[config.mk]
export PLATFORM = sky130hd
export DESIGN_NAME = indirect_extended_reg_access
export DESIGN_NICKNAME = d
export VERILOG_FILES = /design/src/ext_access_pkg.sv /design/src/ptr_step.sv /design/src/indirect_extended_reg_access.sv
export SDC_FILE = /design/constraint.sdc
export NUM_CORES = 1
export LEC_CHECK = 0
export ABC_AREA = 0
export BUFFER_PORTS_ARGS = -buffer_cell sky130_fd_sc_hd__buf_2
export CAP_MARGIN = 40
export CORE_MARGIN = 2
export CORE_UTILIZATION = 46
export CTS_CLUSTER_DIAMETER = 40
export DETAILED_ROUTE_END_ITERATION = 12
export GPL_TIMING_DRIVEN = 0
export PLACE_DENSITY = 0.76
export SYNTH_ARGS = -nofsm -noshare
export SYNTH_HDL_FRONTEND = slang
export SYNTH_SLANG_ARGS = --single-unit
[constraint.sdc]
create_clock -name ref_clk -period 2.1 [get_ports ref_clk]
set_input_delay 0 -clock ref_clk [delete_from_list [all_inputs] [get_ports ref_clk]]
set_output_delay 0 -clock ref_clk [all_outputs]
set_load 0.005 [all_outputs]
[src/ext_access_pkg.sv]
`default_nettype none
package ext_access_pkg;
   localparam logic [4:0] addr_control = 5'h0d;
   localparam logic [4:0] addr_window = 5'h0e;
   localparam int func_hi = 15;
   localparam int func_lo = 14;
   localparam int code_hi = 4;
   localparam int code_lo = 0;
   localparam logic [1:0] func_address = 2'h0;
   localparam logic [1:0] func_data_fixed = 2'h1;
   localparam logic [1:0] func_data_inc_rw = 2'h2;
   localparam logic [1:0] func_data_inc_wr = 2'h3;
   localparam logic [4:0] own_device_code = 5'h1f;
   localparam logic [15:0] control_reset = 16'h0000;
   localparam logic [15:0] pointer_reset = 16'h0000;
endpackage
`default_nettype wire

[src/ptr_step.sv]
`timescale 1ns/1ps
`default_nettype none
module ptr_step
   import ext_access_pkg::*;
(
   input wire logic [1:0] func,  // function selector
   input wire logic is_write,    // access is a write
   output logic step             // pointer advances after access
);
   always_comb begin
      case (func)
         func_data_inc_rw: step = 1'b1;
         func_data_inc_wr: step = is_write;
         default: step = 1'b0;
      endcase
   end
endmodule
`default_nettype wire

[src/indirect_extended_reg_access.sv]
`timescale 1ns/1ps
`default_nettype none
module indirect_extended_reg_access
   import ext_access_pkg::*;
(
   input wire logic ref_clk,          // 20 mhz management clock
   input wire logic resetn,           // async active-low reset
   input wire logic mgmt_req,         // one-cycle access strobe
   input wire logic mgmt_write,       // 1 write, 0 read
   input wire logic [4:0] mgmt_addr,  // management register address
   input wire logic [15:0] mgmt_wdata, // write data
   output logic [15:0] mgmt_rdata,    // read data, valid with mgmt_ack
   output logic mgmt_ack,             // one-cycle completion pulse
   output logic ext_req,              // extended register access strobe
   output logic ext_write,            // extended access is a write
   output logic [15:0] ext_addr,      // pointed extended register
   output logic [15:0] ext_wdata,     // extended write data
   input wire logic [15:0] ext_rdata, // extended read data, same cycle
   output logic [15:0] ptr_out        // current pointer value
);
   // -----------------------------------------------------------
   // reset release
   // -----------------------------------------------------------
   logic rst_s1_q, rst_n_q;
   always_ff @(posedge ref_clk or negedge resetn) begin
      if (!resetn) begin
         rst_s1_q <= 1'b0;
         rst_n_q <= 1'b0;
      end else begin
         rst_s1_q <= 1'b1;
         rst_n_q <= rst_s1_q;
      end
   end

   // -----------------------------------------------------------
   // state and decode
   // -----------------------------------------------------------
   logic [1:0] func_q, func_d;
   logic [4:0] code_q, code_d;
   logic [15:0] ptr_q, ptr_d;
   logic [15:0] rdata_q, rdata_d;
   logic ack_q, ack_d;
   logic ereq_q, ereq_d;
   logic ewr_q, ewr_d;
   logic [15:0] eaddr_q, eaddr_d;
   logic [15:0] ewdata_q, ewdata_d;
   logic [15:0] ctrl_view;
   logic hit_ctrl, hit_win, honoured, step;

   assign hit_ctrl = mgmt_req && (mgmt_addr == addr_control);
   assign hit_win = mgmt_req && (mgmt_addr == addr_window);
   // other device codes make the window inert; the pointer is untouched
   assign honoured = hit_win && (code_q == own_device_code);

   typedef enum logic [2:0] {
      acc_idle,
      acc_control,
      acc_pointer,
      acc_data,
      acc_refused,
      acc_unmapped
   } access_t;
   access_t kind;

   // one decode feeds every group, so no two groups can disagree on a request
   always_comb begin
      kind = acc_idle;
      if (hit_ctrl) begin
         kind = acc_control;
      end else if (honoured && (func_q == func_address)) begin
         kind = acc_pointer;
      end else if (honoured) begin
         kind = acc_data;
      end else if (hit_win) begin
         kind = acc_refused;
      end else if (mgmt_req) begin
         kind = acc_unmapped;
      end
   end

   ptr_step u_step (
      .func(func_q),
      .is_write(mgmt_write),
      .step(step)
   );

   // -----------------------------------------------------------
   // control register
   // -----------------------------------------------------------
   always_comb begin
      func_d = func_q;
      code_d = code_q;
      if ((kind == acc_control) && mgmt_write) begin
         func_d = mgmt_wdata[func_hi:func_lo];
         code_d = mgmt_wdata[code_hi:code_lo];
      end
   end

   always_ff @(posedge ref_clk or negedge rst_n_q) begin
      if (!rst_n_q) begin
         func_q <= control_reset[func_hi:func_lo];
         code_q <= control_reset[code_hi:code_lo];
      end else begin
         func_q <= func_d;
         code_q <= code_d;
      end
   end

   // reserved bits 13:5 are never stored, so they cannot read back anything
   for (genvar b = 0; b < 16; b++) begin : g_view
      if (b >= func_lo) begin : g_func
         assign ctrl_view[b] = func_q[b - func_lo];
      end else if (b <= code_hi) begin : g_code
         assign ctrl_view[b] = code_q[b - code_lo];
      end else begin : g_rsvd
         assign ctrl_view[b] = 1'b0;
      end
   end

   // -----------------------------------------------------------
   // extended-space pointer
   // -----------------------------------------------------------
   always_comb begin
      ptr_d = ptr_q;
      case (kind)
         acc_pointer: begin
            if (mgmt_write) begin
               ptr_d = mgmt_wdata;
            end
         end
         acc_data: begin
            if (step) begin
               // carry is dropped on purpose: ffff steps to 0000
               ptr_d = ptr_q + 16'h0001;
            end
         end
         default: begin
            // refused and unrelated accesses never move the pointer
            ptr_d = ptr_q;
         end
      endcase
   end

   always_ff @(posedge ref_clk or negedge rst_n_q) begin
      if (!rst_n_q) begin
         ptr_q <= pointer_reset;
      end else begin
         ptr_q <= ptr_d;
      end
   end

   // -----------------------------------------------------------
   // read reply
   // -----------------------------------------------------------
   always_comb begin
      ack_d = mgmt_req;
      rdata_d = rdata_q;
      case (kind)
         acc_control: begin
            rdata_d = ctrl_view;
         end
         acc_pointer: begin
            rdata_d = ptr_q;
         end
         acc_data: begin
            // extended data is fetched combinationally in the request cycle
            rdata_d = ext_rdata;
         end
         acc_refused, acc_unmapped: begin
            // answered, so the controller never hangs, but carrying nothing
            rdata_d = 16'h0000;
         end
         default: begin
            rdata_d = rdata_q;
         end
      endcase
   end

   always_ff @(posedge ref_clk or negedge rst_n_q) begin
      if (!rst_n_q) begin
         rdata_q <= 16'h0000;
         ack_q <= 1'b0;
      end else begin
         rdata_q <= rdata_d;
         ack_q <= ack_d;
      end
   end

   // -----------------------------------------------------------
   // extended register access
   // -----------------------------------------------------------
   always_comb begin
      ereq_d = 1'b0;
      ewr_d = 1'b0;
      eaddr_d = eaddr_q;
      ewdata_d = ewdata_q;
      if (kind == acc_data) begin
         ereq_d = 1'b1;
         ewr_d = mgmt_write;
         // the access uses the pointer as it stood before any step
         eaddr_d = ptr_q;
         ewdata_d = mgmt_wdata;
      end
   end

   always_ff @(posedge ref_clk or negedge rst_n_q) begin
      if (!rst_n_q) begin
         ereq_q <= 1'b0;
         ewr_q <= 1'b0;
         eaddr_q <= 16'h0000;
         ewdata_q <= 16'h0000;
      end else begin
         ereq_q <= ereq_d;
         ewr_q <= ewr_d;
         eaddr_q <= eaddr_d;
         ewdata_q <= ewdata_d;
      end
   end

   // -----------------------------------------------------------
   // outputs
   // -----------------------------------------------------------
   assign mgmt_rdata = rdata_q;
   assign mgmt_ack = ack_q;
   assign ext_req = ereq_q;
   assign ext_write = ewr_q;
   assign ext_addr = eaddr_q;
   assign ext_wdata = ewdata_q;
   assign ptr_out = ptr_q;
endmodule
`default_nettype wire

==> flow_metrics.py <==
metrics = {
    "setup_path": {
        "crit_start": "code_q[4]$_DFFE_PN0P_",
        "cp.arrival_ns": 2.27,
        "slowest_delay_ns": 0.44,
        "crit_slowest_cell": "or3_4",
        "endpoint_kind": "register",
        "path_class": "reg2reg",
        "r2r_slack_ns": 0.04,
        "path_cells": "nand4_1, buf_4, or3_4, nand2b_1, clkbuf_1, nor3_1, a211oi_1",
        "cp-start-kind": "register",
        "path_max_fanout": 10,
        "cp.required_ns": 2.32,
        "r2r_start": "code_q[4]$_DFFE_PN0P_",
    },
    "pwr": {
        "power_leakage_nw": 2.63,
        "peakVddDrop_uv": 388,
        "total_power_mw": 3.03,
        "p_per_area_nw_per_um2": 632,
    },
    "floorplan": {
        "start_util": 0.475,
        "num_rows": 31,
        "die-area_sq_um": 8200,
        "core_sq_um": 7250,
        "fp.dieH_um": 90.6,
        "die_x_um": 90.6,
        "io_pins": 108,
    },
    "routing": {
        "routedWlPerCell_um": 16.3,
        "drt_wl_total_um": 10200,
        "route.antenna.remaining_nets": 0,
        "drt_iter0_markers": 263,
        "drc": 0,
        "vias_per_cell": 5.36,
        "firstDrtPassIters": 5,
        "vias": 3362,
    },
    "run": {
        "cap_violations": 0,
    },
    "placed_design": {
        "gp_congestion": 0.915,
        "hpwl_um": 6690,
        "io_buffers": 107,
    },
    "yosys": {
        "synth_area_sq_um": 3450,
        "ys_ff_latch": 76,
        "synth-seq-area-share": 0.552,
        "synth_nets": 407,
        "yosysWarnings": 0,
        "synth.avg_cell_area_sq_um": 9.45,
        "synthCells": 365,
        "ys_types": 41,
    },
    "global_routing": {
        "antenna_found_initial": 0,
        "grt_pass1_vias": 3300,
        "grt_overflow": 0,
        "grt_use_total": 0.254,
        "grt_max_degree": 47,
        "grt_pass1_wl_um": 16600,
    },
    "timing": {
        "hold_viol": 0,
        "fmax_ghz": 0.486,
        "slew_headroom": 0.533,
        "min_period_ns": 2.06,
        "worst_pin_slew_ns": 0.694,
        "fin_crit_sh": 0.979,
        "setup_tns_ns": 0,
        "finalMaxSlewViolations": 0,
        "whs_ns": 0.0965,
        "fin_worst_skew_ns": 0.00891,
        "setup_viol": 0,
    },
    "cells_and_area": {
        "drive_gt1_frac": 0.301,
        "area_growth_pct": 39.0,
        "fin_util": 0.661,
        "antenna_cells": 0,
        "fill_cells": 598,
        "nets": 565,
    },
    "clock_network": {
        "cts_buffers": 9,
        "cts_tree": "done",
        "clk_pin_slew_ns": 0.08,
        "cts.path.max_buffers": 2,
        "clock_latency_ns": 0.36,
        "cts_root_buf": "clkbuf_8",
        "cts.htree.levels": 3,
        "cts.sink_count": 76,
    },
    "min_path": {
        "hp-class": "in2reg",
        "worstHoldStart": "mgmt_addr[1]",
    },
    "run_status": {
        "status": "finished clean",
    },
}
[worst paths after layout]
check                                             end  depth (start not counted)
min in group asynchronous    ext_wdata[6]$_DFFE_PN0N_                          0
hold reg to reg              ext_wdata[6]$_DFFE_PN0N_                          0
setup / recovery              ptr_out[14]$_DFFE_PN0P_                          7
setup reg to reg              ptr_out[14]$_DFFE_PN0P_                          7
max in group asynchronous     ext_addr[2]$_DFFE_PN0N_                          1
hold / removal             mgmt_rdata[15]$_DFFE_PN0P_                          4
[cell families (layout without fill, tap and decap cells)]
logic type,after synthesis,after routing,synth area share
AOI/OAI and AO/OA,75,75,0.125
and+or+nand+nor,154,154,0.204
muxes,25,25,0.0751
DFF,76,76,0.552
adders and majority gates,2,2,0.00653
other,1,1,0.00109
buffers and inverters,32,195,0.0370
[final cells by class]
cell class | instances | area, sq um | share of cell area
multi-input cells | 257 | 1460 | 0.303
plain buffers | 20 | 93.8 | 0.0196
repair buffers | 148 | 958 | 0.200
clock inverters | 7 | 91.3 | 0.0191
flip-flops and latches | 76 | 1910 | 0.398
clock buffers | 9 | 124 | 0.0258
well taps | 99 | 124 | 0.0258
inverters | 11 | 41.3 | 0.00861
[through the flow]
stage,setup WS (ns),instance area [sq um],std cells
6_report,0.0442,4790,627
5_1_grt,-0.0536,4790,627
4_1_cts,0.000274,4750,626
3_5_place_dp,-0.274,4140,572
3_3_place_gp,-0.334,4110,571
2_1_floorplan,0.215,3450,365
[cell usage after synthesis (all sizes together)]
cell	number	area, sq um
a211oi	1	7.51
a21o	1	7.51
a21oi	30	150
a2bb2oi	2	17.5
a31o	2	17.5
a31oi	1	6.26
and2	1	6.26
and2b	4	30.0
and3	3	18.8
and4	2	17.5
buf	8	37.5
clkbuf	13	48.8
conb	1	3.75
dfrtp	76	1900
ha	1	12.5
inv	11	41.3
maj3	1	10.0
mux2	7	78.8
mux2i	18	180
nand2	107	402
nand2b	4	25.0
nand3	7	35.0
nand3b	1	7.51
nand4	4	25.0
nand4b	1	15.0
nor2	6	22.5
nor2b	5	31.3
nor3	2	10.0
nor3b	2	20.0
nor4	2	12.5
o211ai	1	7.51
o21a	1	7.51
o21ai	20	104
o22a	2	17.5
o22ai	14	87.6
or3	1	6.26
or4	2	18.8
[sequential cells by signal (all words and copies together), names as in the netlist]
register,flops
code_q,5
ext_addr,16
ext_req,1
ext_wdata,16
ext_write,1
func_q,2
mgmt_ack,1
mgmt_rdata,16
ptr_out,16
rst_n_q,1
rst_s1_q,1
[what timing repair did]
item | in CTS | in global routing
hold endpoints to repair | 48 | 0
pin swaps | 0 | 1
setup buffers | 0 | 2
gates resized for setup | 5 | 18
hold buffers | 38 | 0
setup endpoints to repair | 43 | 52
[cell usage in the layout (no fill, tap or decap), types with 2 or more instances in the layout]
| cell | instances |
|---|---|
| nand2b_1 | 4 |
| nor2_1 | 6 |
| and3_1 | 3 |
| nand2_1 | 107 |
| o21ai_0 | 19 |
| buf_2 | 117 |
| clkbuf_8 | 9 |
| dfrtp_1 | 74 |
| o22ai_1 | 14 |
| clkinv_2 | 3 |
| a31o_2 | 2 |
| and4_1 | 2 |
| and2b_1 | 4 |
| clkbuf_1 | 5 |
| a21oi_1 | 30 |
| clkbuf_2 | 5 |
| nand3_1 | 7 |
| o22a_1 | 2 |
| inv_1 | 11 |
| dlygate4sd3_1 | 38 |
| nand4_1 | 4 |
| nor2b_1 | 4 |
| bufinv_16 | 2 |
| mux2i_1 | 18 |
| buf_4 | 2 |
| mux2_2 | 7 |
| a2bb2oi_1 | 2 |
| nor3_1 | 2 |
[critical path: cells and delay by family (launching register included)]
family	cells	cell delay, ns
AOI/OAI and AO/OA	1	0.08
and+or+nand+nor	4	1.03
buffers and inverters	2	0.41
DFF	1	0.40
[routing by layer]
| metal | track usage | routed length (um) | vias up | share of wire |
|---|---|---|---|---|
| li1 | - | - | 1561 | - |
| met1 | 0.334 | 4260 | 1620 | 0.42 |
| met2 | 0.435 | 5070 | 158 | 0.50 |
| met3 | 0.0451 | 641 | 23 | 0.063 |
| met4 | 0.0692 | 234 | 0 | 0.023 |
| met5 | 0 | 0 | - | 0 |
[power by group]
part           internal, mW  leakage, nW  switching, mW
sequential             1.48         1.05         0.0330
clock                 0.664        0.109          0.555
combinational         0.155         1.47          0.139
total                  2.30         2.63          0.727
Note: power is estimated with default switching activity, not from simulation.
